==> config.mk <==
export PLATFORM = sky130hd
export DESIGN_NAME = ncfg_init_block
export DESIGN_NICKNAME = d
export VERILOG_FILES = /design/src/logic/ncfg_pkg.sv /design/src/logic/ncfg_init_block.sv /design/src/logic/ncfg_byte_swap.sv
export SDC_FILE = /design/constraint.sdc
export NUM_CORES = 1
export LEC_CHECK = 0
export BUFFER_PORTS_ARGS = -buffer_cell sky130_fd_sc_hd__buf_2
export CAP_MARGIN = 40
export CORE_ASPECT_RATIO = 0.8
export CORE_MARGIN = 2
export CORE_UTILIZATION = 30
export DETAILED_ROUTE_END_ITERATION = 12
export PLACE_DENSITY = 0.55
export SYNTH_ARGS = -nofsm -noshare
export SYNTH_HDL_FRONTEND = slang
export SYNTH_SLANG_ARGS = --single-unit
==> constraint.sdc <==
create_clock -name ref_clk_in -period 2.01 [get_ports ref_clk_in]
set_input_delay 0.402 -clock ref_clk_in [delete_from_list [all_inputs] [get_ports ref_clk_in]]
set_output_delay 0.402 -clock ref_clk_in [all_outputs]
set_load 0.01 [all_outputs]
==> src/logic/ncfg_pkg.sv <==
package ncfg_pkg;

    // Register select pointer value that reaches the bus interface configuration register.
    localparam logic [1:0] SEL_BUS_CFG = 2'h3;
    // Printed register address of the shared data port.
    localparam logic [31:0] BUS_CFG_ADDR = 32'h1008_4400;
    localparam int DATA_W = 16;
    localparam int ADDR_W = 24;
    localparam int CFG_W = 3;

    // Field positions of the bus interface configuration register.
    localparam int CFG_SWAP_BIT = 2;
    localparam int CFG_POL_BIT = 1;
    localparam int CFG_BYTE_BIT = 0;
    localparam logic [CFG_W-1:0] CFG_RESET = 3'h0;
    localparam logic [DATA_W-CFG_W-1:0] CFG_ZERO_PAD = 13'h0000;

    // Initialization block geometry.
    localparam int INIT_BLOCK_BYTES = 24;
    localparam int INIT_WORD_BYTES = 2;
    localparam logic [3:0] INIT_WORDS = 4'(INIT_BLOCK_BYTES / INIT_WORD_BYTES);
    localparam logic [3:0] INIT_LAST_WORD = INIT_WORDS - 4'h1;
    localparam logic [3:0] MODE_WORD_INDEX = 4'h0;

    // Field positions of the mode word.
    localparam int MODE_ALL_BIT = 15;
    localparam int MODE_INTERNAL_LOOP_SELECT_BIT = 6;
    localparam int MODE_ONE_TRY_BIT = 5;
    localparam int MODE_FORCED_COLLISION_TEST_BIT = 4;
    localparam int MODE_LOOP_BIT = 2;
    localparam logic [DATA_W-1:0] MODE_RESET = 16'h0000;

    // Transmit attempt limits.
    localparam logic [4:0] ATTEMPTS_NORMAL = 5'h10;
    localparam logic [4:0] ATTEMPTS_SINGLE = 5'h01;
    localparam logic [4:0] ATTEMPTS_FORCED = 5'h10;

    typedef enum logic [1:0] {
        FETCH_IDLE = 2'b00,
        FETCH_READ = 2'b01,
        FETCH_DONE = 2'b10
    } ncfg_fetch_e;

    // Decoded operating mode handed to the receive and transmit engines.
    typedef struct packed {
        logic accept_all_packets;
        logic internal_loop_select;
        logic loop_enable;
        logic single_attempt_only;
        logic forced_collision_test;
    } ncfg_mode_s;

    // Electrical style of the DMA pins.
    typedef struct packed {
        logic dma_byte_order_swap;
        logic latch_strobe_polarity;
        logic byte_mask_hold_style;
    } ncfg_pins_s;

endpackage

==> src/logic/ncfg_init_block.sv <==
`timescale 1ns/1ns
// Contract
// Configuration register reachable only with pointer value 11 and stop set.
// Bits 15 to 3 read zero; writes to them are dropped.
// Software leaves bits 31 to 16 alone; they are undefined.
// Byte swap bit exchanges bytes of every DMA word.
// Swap, polarity and byte style bits clear on stop, reset, bus reset.
// Bit 1 sets the address latch strobe polarity during DMA.
// Bit 0 sets the byte mask and hold pin style during DMA.
// Firmware programs all three configuration bits to zero before start.
// Initialize command fetches 24 bytes from buffer RAM by DMA.
// Base address is high register joined to low; bit 0 kept zero. The code passes bit 0 of the low register through unchanged.
// Fetched block is twelve 16-bit words numbered upward.
// Word zero is the mode word; all zeros means normal operation.
// Mode bit 15 accepts every packet, else only own station address.
// Software writes zeros in mode bits 14 to 7.
// Loopback driven by mode bit 6 together with mode bit 2.
// Mode bit 5 allows one attempt; a collision flags retry error.
// Mode bit 4 in internal loopback forces collision, 16 attempts.
// Stop halts external activity and clears internal logic like reset.
// Software sets stop before initialize; initialize then clears stop.
// Writes ignored and reads undefined while stop is clear.
module ncfg_init_block
    import ncfg_pkg::*;
(
    input wire logic ref_clk_in, // System clock, 100 MHz.
    input wire logic rst_in, // Synchronous reset, active high.
    input wire logic io_bus_reset_in, // I/O bus reset, active high level.
    input wire logic stop_bit_in, // Stop bit of the command status register.
    input wire logic init_cmd_in, // One-cycle pulse when initialize is set.
    input wire logic [1:0] register_select_pointer_in, // Register select pointer value.
    input wire logic csr_wr_in, // Data port write strobe.
    input wire logic csr_rd_in, // Data port read strobe.
    input wire logic [DATA_W-1:0] csr_wdata_in, // Data port write data.
    output logic [DATA_W-1:0] csr_rdata_out, // Data port read data, registered.
    input wire logic [DATA_W-1:0] init_addr_low_reg_in, // Low init block address register.
    input wire logic [7:0] init_addr_high_reg_in, // High init block address register.
    output logic dma_req_out, // DMA read request level.
    output logic [ADDR_W-1:0] dma_addr_out, // DMA byte address, registered.
    input wire logic dma_ack_in, // DMA read data valid.
    input wire logic [DATA_W-1:0] dma_rdata_in, // DMA read data.
    output logic [DATA_W-1:0] dma_word_out, // Fetched word after byte order swap.
    output logic dma_word_valid_out, // One-cycle pulse with each fetched word.
    output logic init_done_out, // One-cycle pulse when the block is fetched.
    output ncfg_pins_s pin_style_out, // Electrical style of the DMA pins.
    output logic address_latch_strobe_out, // Address latch strobe pin level.
    input wire logic addr_phase_in, // DMA address phase from the bus sequencer.
    output ncfg_mode_s mode_out, // Decoded operating mode.
    output logic [4:0] tx_attempt_limit_out, // Transmit attempts allowed per packet.
    input wire logic tx_collision_in, // Pulse when a transmit attempt collides.
    input wire logic [4:0] tx_attempt_count_in, // Attempts made so far on this packet.
    output logic retry_error_flag_out // Pulse to mark retry error in the descriptor.
);

    logic [CFG_W-1:0] bus_interface_config_reg;
    logic [DATA_W-1:0] init_mode_word;
    logic stop_q;
    logic stop_rise;
    logic clear_all;
    logic cfg_hit;
    ncfg_fetch_e fetch_state;
    ncfg_fetch_e next_fetch_state;
    logic [3:0] word_index;
    logic [ADDR_W-1:0] init_base;
    logic [DATA_W-1:0] swapped_word;

    // Setting stop acts as a reset of the internal logic, like power-up and the bus reset.
    assign stop_rise = stop_bit_in & ~stop_q;
    assign clear_all = rst_in | io_bus_reset_in | stop_rise;
    assign cfg_hit = (register_select_pointer_in == SEL_BUS_CFG) & stop_bit_in;
    assign init_base = {init_addr_high_reg_in, init_addr_low_reg_in};

    // Edge detector for the stop bit; it starts high because stop is set out of reset, so no false edge follows.
    always_ff @(posedge ref_clk_in) begin
        if (rst_in) begin
            stop_q <= 1'b1;
        end else begin
            stop_q <= stop_bit_in;
        end
    end

    // Configuration bits; the clear wins over a write that lands in the same cycle.
    always_ff @(posedge ref_clk_in) begin
        if (clear_all) begin
            bus_interface_config_reg <= CFG_RESET;
        end else if (csr_wr_in && cfg_hit) begin
            bus_interface_config_reg <= csr_wdata_in[CFG_W-1:0];
        end
    end

    // Read data; upper bits always zero, and zero is returned when the register is closed.
    always_ff @(posedge ref_clk_in) begin
        if (rst_in) begin
            csr_rdata_out <= MODE_RESET;
        end else if (csr_rd_in) begin
            csr_rdata_out <= cfg_hit ? {CFG_ZERO_PAD, bus_interface_config_reg} : MODE_RESET;
        end
    end

    // Pin style outputs follow the configuration bits directly.
    assign pin_style_out.dma_byte_order_swap = bus_interface_config_reg[CFG_SWAP_BIT];
    assign pin_style_out.latch_strobe_polarity = bus_interface_config_reg[CFG_POL_BIT];
    assign pin_style_out.byte_mask_hold_style = bus_interface_config_reg[CFG_BYTE_BIT];

    // Latch strobe is asserted the cycle after an address phase while a fetch is requested, with the chosen polarity.
    always_ff @(posedge ref_clk_in) begin
        if (clear_all) begin
            address_latch_strobe_out <= 1'b0;
        end else begin
            address_latch_strobe_out <= (addr_phase_in & dma_req_out) ^ bus_interface_config_reg[CFG_POL_BIT];
        end
    end

    // Every DMA word passes the byte order swapper.
    ncfg_byte_swap #(
        .WIDTH(DATA_W)
    ) u_swap (
        .swap_in(bus_interface_config_reg[CFG_SWAP_BIT]),
        .data_in(dma_rdata_in),
        .data_out(swapped_word)
    );

    // Fetch sequencer: idle, read twelve words, then report completion.
    always_comb begin
        next_fetch_state = fetch_state;
        unique case (fetch_state)
            FETCH_IDLE: begin
                if (init_cmd_in) begin
                    next_fetch_state = FETCH_READ;
                end
            end
            FETCH_READ: begin
                if (dma_ack_in && word_index == INIT_LAST_WORD) begin
                    next_fetch_state = FETCH_DONE;
                end
            end
            FETCH_DONE: begin
                next_fetch_state = FETCH_IDLE;
            end
            default: begin
                next_fetch_state = FETCH_IDLE;
            end
        endcase
    end

    // State register; stop aborts any fetch in flight.
    always_ff @(posedge ref_clk_in) begin
        if (clear_all) begin
            fetch_state <= FETCH_IDLE;
        end else begin
            fetch_state <= next_fetch_state;
        end
    end

    // Word index and address walk upward from the base in word steps.
    always_ff @(posedge ref_clk_in) begin
        if (clear_all) begin
            word_index <= MODE_WORD_INDEX;
            dma_addr_out <= '0;
        end else if (fetch_state == FETCH_IDLE && init_cmd_in) begin
            word_index <= MODE_WORD_INDEX;
            dma_addr_out <= init_base;
        end else if (fetch_state == FETCH_READ && dma_ack_in) begin
            word_index <= word_index + 4'h1;
            dma_addr_out <= dma_addr_out + ADDR_W'(INIT_WORD_BYTES);
        end
    end

    assign dma_req_out = (fetch_state == FETCH_READ);

    // Fetched words are presented in FIFO order; word zero is kept as the mode word.
    always_ff @(posedge ref_clk_in) begin
        if (clear_all) begin
            dma_word_out <= MODE_RESET;
            dma_word_valid_out <= 1'b0;
            init_mode_word <= MODE_RESET;
        end else begin
            dma_word_valid_out <= (fetch_state == FETCH_READ) & dma_ack_in;
            if (fetch_state == FETCH_READ && dma_ack_in) begin
                dma_word_out <= swapped_word;
                if (word_index == MODE_WORD_INDEX) begin
                    init_mode_word <= swapped_word;
                end
            end
        end
    end

    // Completion pulse one cycle after the last word.
    always_ff @(posedge ref_clk_in) begin
        if (clear_all) begin
            init_done_out <= 1'b0;
        end else begin
            init_done_out <= (fetch_state == FETCH_DONE);
        end
    end

    // Mode decode; reserved bits 14 to 7 are ignored.
    assign mode_out.accept_all_packets = init_mode_word[MODE_ALL_BIT];
    assign mode_out.internal_loop_select = init_mode_word[MODE_INTERNAL_LOOP_SELECT_BIT];
    assign mode_out.loop_enable = init_mode_word[MODE_LOOP_BIT];
    assign mode_out.single_attempt_only = init_mode_word[MODE_ONE_TRY_BIT];
    assign mode_out.forced_collision_test = init_mode_word[MODE_FORCED_COLLISION_TEST_BIT] & init_mode_word[MODE_LOOP_BIT]
        & init_mode_word[MODE_INTERNAL_LOOP_SELECT_BIT];

    // Attempt limit; forced collision wins over single attempt.
    always_comb begin
        if (mode_out.forced_collision_test) begin
            tx_attempt_limit_out = ATTEMPTS_FORCED;
        end else if (mode_out.single_attempt_only) begin
            tx_attempt_limit_out = ATTEMPTS_SINGLE;
        end else begin
            tx_attempt_limit_out = ATTEMPTS_NORMAL;
        end
    end

    // Retry error when a collision ends the last allowed attempt.
    always_ff @(posedge ref_clk_in) begin
        if (clear_all) begin
            retry_error_flag_out <= 1'b0;
        end else begin
            retry_error_flag_out <= tx_collision_in & (tx_attempt_count_in >= tx_attempt_limit_out);
        end
    end

endmodule // ncfg_init_block

==> src/logic/ncfg_byte_swap.sv <==
`timescale 1ns/1ns
module ncfg_byte_swap
    import ncfg_pkg::*;
#(
    parameter int WIDTH = DATA_W
) (
    input wire logic swap_in, // Exchange high and low bytes when high.
    input wire logic [WIDTH-1:0] data_in, // Word as moved by DMA.
    output logic [WIDTH-1:0] data_out // Word in the order the FIFO expects.
);

    // Byte exchange is a combinational mux on swap_in, so the register that receives it sees no added cycle.
    assign data_out = swap_in ? {data_in[WIDTH/2-1:0], data_in[WIDTH-1:WIDTH/2]} : data_in;

endmodule // ncfg_byte_swap

==> flow_metrics.tcl, run 1 <==
set metrics [dict create \
    dpl-instance-area_um2 3730 \
    clk_path_buf_depth 2 \
    vias_per_cell 4.60 \
    synth_cell_types 43 \
    synth-xor-area-share_pct 4.92 \
    grt_pass1_wl_um 12900 \
    area_growth_pct 34.0 \
    ctsHoldBuffers 0 \
    grt.total_usage_pct 15.0 \
    crit_required_ps 2230 \
    peakVddDrop_v 0.000440 \
    finalSetupViolCount 0 \
    num_io_pins 147 \
    synth_compound_area_share_pct 14.1 \
    worstPathArrival_ps 2040 \
    synth.avg_cell_area_um2 8.79 \
    finClkSkew_ps 6.05 \
    yosys.area_share.adder_pct 2.07 \
    max_clock_freq_mhz 550 \
    final_area_um2 4050 \
    cap_violations 0 \
    min_path_type "in2reg" \
    yosys_warnings 0 \
    ant_nets 0 \
    clkLatencyLatePin_ps 320 \
    dr_total_vias 2776 \
    finalHoldViolCount 0 \
    synthFlopType "dfxtp_1" \
    drt-initial-drc-count 81 \
    status "finished, final reports clean" \
    grt_pass1_vias 2651 \
    muxShareOfSynthArea_pct 6.29 \
    start_kind "flop" \
    dieArea_um2 10900 \
    cts_setup_buffers 0 \
    syn-cell-area_um2 3020 \
    nets 540 \
    num_rows 32 \
    die_h_um 93.8 \
    cts_sinks 62 \
    path_class "reg2reg" \
    critPathMaxFanout 7 \
    die_w_um 116 \
    routed_wirelength_um 8030 \
    grt_start_max_net_pins 34 \
    setup_tns_ps 0 \
    synth_simple_gate_area_share_pct 23.2 \
    port_buffers 117 \
    cts_root_buf "clkbuf_16" \
    seq_area_frac_synth_pct 41.0 \
    dp_hpwl_um 6050 \
    fin_crit_sh_pct 90.4 \
    core_um2 9730 \
    ys_ff_latch 62 \
    total_power_mw 3.24 \
    drc 0 \
    multi_input_area_um2 1600 \
    clk_pin_slew_ps 60 \
    rsz0062_at_grt "no" \
    leakagePower_nw 1.75 \
    synth_area_leaders "dfxtp_1, a211oi_1, nor2_1, mux2i_1, buf_4" \
    synth_top_family_by_area "simple AND/OR/NAND/NOR gates" \
    cts.htree.levels 3 \
    dr.pass1.iters 4 \
    synth_top_area_share_pct 41.0 \
    numCtsBuffers 9 \
    ctsResizeCount 0 \
    drv_slew 0 \
    seq_area_um2 1240 \
    synth_edf_count 0 \
    yosysMostFrequentCell "dfxtp_1" \
    drive_gt1_share_pct 33.4 \
    nFillCells 1005 \
    overflow 0 \
    finalWorstPathRequiredPeriod_ps 1820 \
    antenna_found_initial 1 \
    cts_tree "done" \
    synth_top_cell_by_area "dfxtp_1" \
    synth_common_cells "dfxtp_1, nor2_1, a211oi_1" \
    wl_per_cell_um 13.3 \
    gp_congestion 0.758 \
    ys_async_sr_fraction_pct 0 \
    endpoint_kind "flop" \
    p_per_area_nw_per_um2 799 \
    start_util_pct 31.1 \
    synth_cells 344 \
]
[area by class of cell]
type / instances / area share (%)
multi-input cells: 253 / 39.5
flip-flops and latches: 62 / 30.6
repair buffers: 129 / 17.0
clock buffers: 10 / 5.90
well taps: 136 / 4.20
clock inverters: 6 / 2.10
inverters: 7 / 0.648
diodes: 1 / 0.0617
[worst paths after layout]
| path | start | to | slack (ps) | depth (start not counted) |
|---|---|---|---|---|
| setup / recovery | dma_addr_out[1] | dma_addr_out[15] | 190 | 5 |
| hold / removal | rst_in | csr_rdata_out[1] | 310 | 2 |
| setup reg to reg | dma_addr_out[1] | dma_addr_out[15] | 190 | 5 |
| hold reg to reg | dma_addr_out[0] | dma_addr_out[0] | 470 | 2 |
[routing by layer]
metal / vias up / track usage, % / share of wire, %
met3: 4 / 4.19 / 5.8
met5: - / 0 / 0
met1: 1260 / 19.9 / 49
met4: 0 / 4.17 / 0.76
met2: 87 / 23.7 / 45
li1: 1425 / - / -
[metrics by stage]
stage	utilization, %	hold WS, ps	instances	setup slack [ps]
final	41.7	308	604	193
after global routing	41.6	313	603	58.5
after CTS	41.6	293	603	180
after detailed placement	38.3	459	587	174
after global placement	38.3	446	587	191
after floorplan	-	436	359	271
[flip-flops by register name, summed over array words and instances (netlist names)]
name,cells
stop_q,1
word_index,4
fetch_state,2
dma_word_out,16
init_done_out,1
init_mode_word,5
csr_rdata_out,3
dma_word_valid_out,1
address_latch_strobe_out,1
retry_error_flag_out,1
pin_style_out,3
dma_addr_out,24
[layout by cell type (no fill, tap or decap), types with 7 or more instances in the layout]
| cell type | Yosys | routed |
|---|---|---|
| a211oi_1 | 34 | 34 |
| a21oi_1 | 14 | 14 |
| buf_2 | 5 | 117 |
| buf_4 | 21 | 11 |
| clkbuf_16 | 0 | 9 |
| conb_1 | 1 | 16 |
| dfxtp_1 | 62 | 62 |
| inv_1 | 7 | 7 |
| mux2i_1 | 19 | 19 |
| nand2_1 | 20 | 20 |
| nand3_1 | 13 | 13 |
| nand4_1 | 7 | 7 |
| nor2_1 | 54 | 54 |
| xor2_1 | 11 | 11 |
[cell families after synthesis]
group,after synthesis
buf+inv,44
simple gates,134
flops,62
fa+ha+maj,5
compound gates,62
xor+xnor,17
other cells,1
mux,19
[critical path: stages (launching register included)]
cell      delay [ps]
dfxtp_1          430
ha_1             200
nand3_1          150
or2_2            340
or3_1            340
a311oi_1         260
[power by group]
| group | switching [mW] | total [mW] | internal [mW] |
|---|---|---|---|
| sequential | 0.0286 | 1.29 | 1.26 |
| clock | 0.558 | 1.67 | 1.11 |
| combinational | 0.158 | 0.278 | 0.121 |
Note: power is estimated with default switching activity, not from simulation.
==> run 2: changes to the inputs <==
CORE_UTILIZATION = 46   (was 30)
PLACE_DENSITY = 0.79   (was 0.55)
==> flow_metrics.tcl, run 2 (synthesis gave the netlist of run 1 again) <==
set metrics [dict create \
    status "finished, final reports clean" \
    clkLatencyLatePin_ps 330 \
    drt-initial-drc-count 115 \
    area_growth_pct 28.1 \
    cts_root_buf "clkbuf_8" \
    finClkSkew_ps 9.37 \
    drc 0 \
    cap_violations 0 \
    peakVddDrop_v 0.000558 \
    drv_slew 0 \
    grt_pass1_wl_um 11500 \
    cts_tree "done" \
    nFillCells 610 \
    reg_top3 "dma_addr_out: 24 flops, dma_word_out: 16 flops, init_mode_word: 5 flops" \
    fin_crit_sh_pct 91.4 \
    endpoint_kind "flop" \
    core_um2 6380 \
    min_path_type "in2reg" \
    wl_per_cell_um 13.0 \
    timing.hold.ws_ps 296 \
    path_class "reg2reg" \
    start_util_pct 47.4 \
    vias_per_cell 5.11 \
    setup_ws_ps 172 \
    dieArea_um2 7240 \
    leakagePower_nw 1.70 \
    cts_setup_buffers 0 \
    max_clock_freq_mhz 544 \
    worstPathArrival_ps 2070 \
    dr.pass1.iters 4 \
    clk_path_buf_depth 2 \
    grt_start_max_net_pins 34 \
    p_per_area_nw_per_um2 688 \
    grt.total_usage_pct 19.9 \
    clk_pin_slew_ps 70 \
    routed_wirelength_um 7160 \
    ff2ff_path_depth 5 \
    dr_total_vias 2816 \
    antenna_found_initial 0 \
    setup_tns_ps 0 \
    top_register "dma_addr_out" \
    cts_sinks 62 \
    port_buffers 117 \
    hold_start "rst_in" \
    ctsHoldBuffers 0 \
    gp_congestion 0.849 \
    rsz0062_at_grt "no" \
    overflow 0 \
    drive_gt1_share_pct 33.0 \
    final_common_cell "buf_2" \
    num_io_pins 147 \
    crit_required_ps 2250 \
    ctsResizeCount 0 \
    nets 540 \
    largest_register_ffs 24 \
    die_h_um 76.5 \
    die_w_um 94.7 \
    grt_pass1_vias 2476 \
    numCtsBuffers 9 \
    finalHoldViolCount 0 \
    dp_slack_ps 177 \
    cts.htree.levels 3 \
    holdPathStages 2 \
    finalWorstPathRequiredPeriod_ps 1840 \
    crit_start "dma_addr_out[1]" \
    r2r-start "dma_addr_out[1]" \
    num_antenna_cells 0 \
    num_rows 26 \
    dp_hpwl_um 5400 \
    layout_common_cells "buf_2, dfxtp_1, nor2_1" \
    critPathMaxFanout 7 \
    ant_nets 0 \
    finalSetupViolCount 0 \
    start_kind "flop" \
]
[run 2: cell count changes in the layout (fill, tap and decap cells not counted)]
cell | previous run | this run
clkinvlp_4 | 2 | 1
clkbuf_8 | 1 | 11
buf_12 | 1 | 2
buf_4 | 11 | 10
clkbuf_16 | 9 | 0
diode_2 | 1 | 0
clkbuf_1 | 0 | 2
clkinv_2 | 2 | 1
bufinv_16 | 2 | 1
[run 2: power breakdown]
part / switching [mW] / leakage [nW] / internal (mW)
sequential: 0.0296 / 0.503 / 1.26
combinational: 0.152 / 1.09 / 0.120
clock: 0.468 / 0.0996 / 0.640
[run 2: final cells by class]
type | instances | area (um2) | area share, %
tap | 84 | 105 | 2.71
clock buffer | 13 | 159 | 4.10
sequential | 62 | 1240 | 32.0
multi-input combinational | 253 | 1600 | 41.3
inverter | 7 | 26.3 | 0.678
timing repair buffer | 129 | 701 | 18.1
clock inverter | 3 | 42.5 | 1.10
[run 2: path summary, 6_finish.rpt]
kind,end,slack [ps]
worst max register to register,dma_addr_out[15],170
worst max-delay path,dma_addr_out[15],170
worst min-delay path,csr_rdata_out[0],300
worst min register to register,dma_addr_out[0],470
[run 2: worst max-delay path, cell delays in order, from the launching register on]
cell and delay, ps:
dfxtp_1 450, ha_1 200, nand3_1 150, or2_2 340, or3_1 350, a311oi_1 250
[run 2: per-stage QoR]
| stage | instance area (um2) | std cells | utilization [%] | total power, mW |
|---|---|---|---|---|
| finish | 3870 | 551 | 60.8 | 2.67 |
| global route | 3870 | 551 | 60.8 | 2.79 |
| CTS | 3870 | 551 | 60.8 | 2.70 |
| detailed placement | 3670 | 535 | 57.6 | 1.58 |
| global placement | 3670 | 535 | 57.6 | 1.58 |
| floorplan | 3080 | 359 | - | 1.48 |
[run 2: layer usage]
metal | GRT usage, % | up-vias | wire, um
met3 | 5.14 | 7 | 467
li1 | - | 1424 | -
met2 | 32.1 | 89 | 3340
met5 | 0 | - | 0
met1 | 25.6 | 1296 | 3270
met4 | 7.25 | 0 | 89
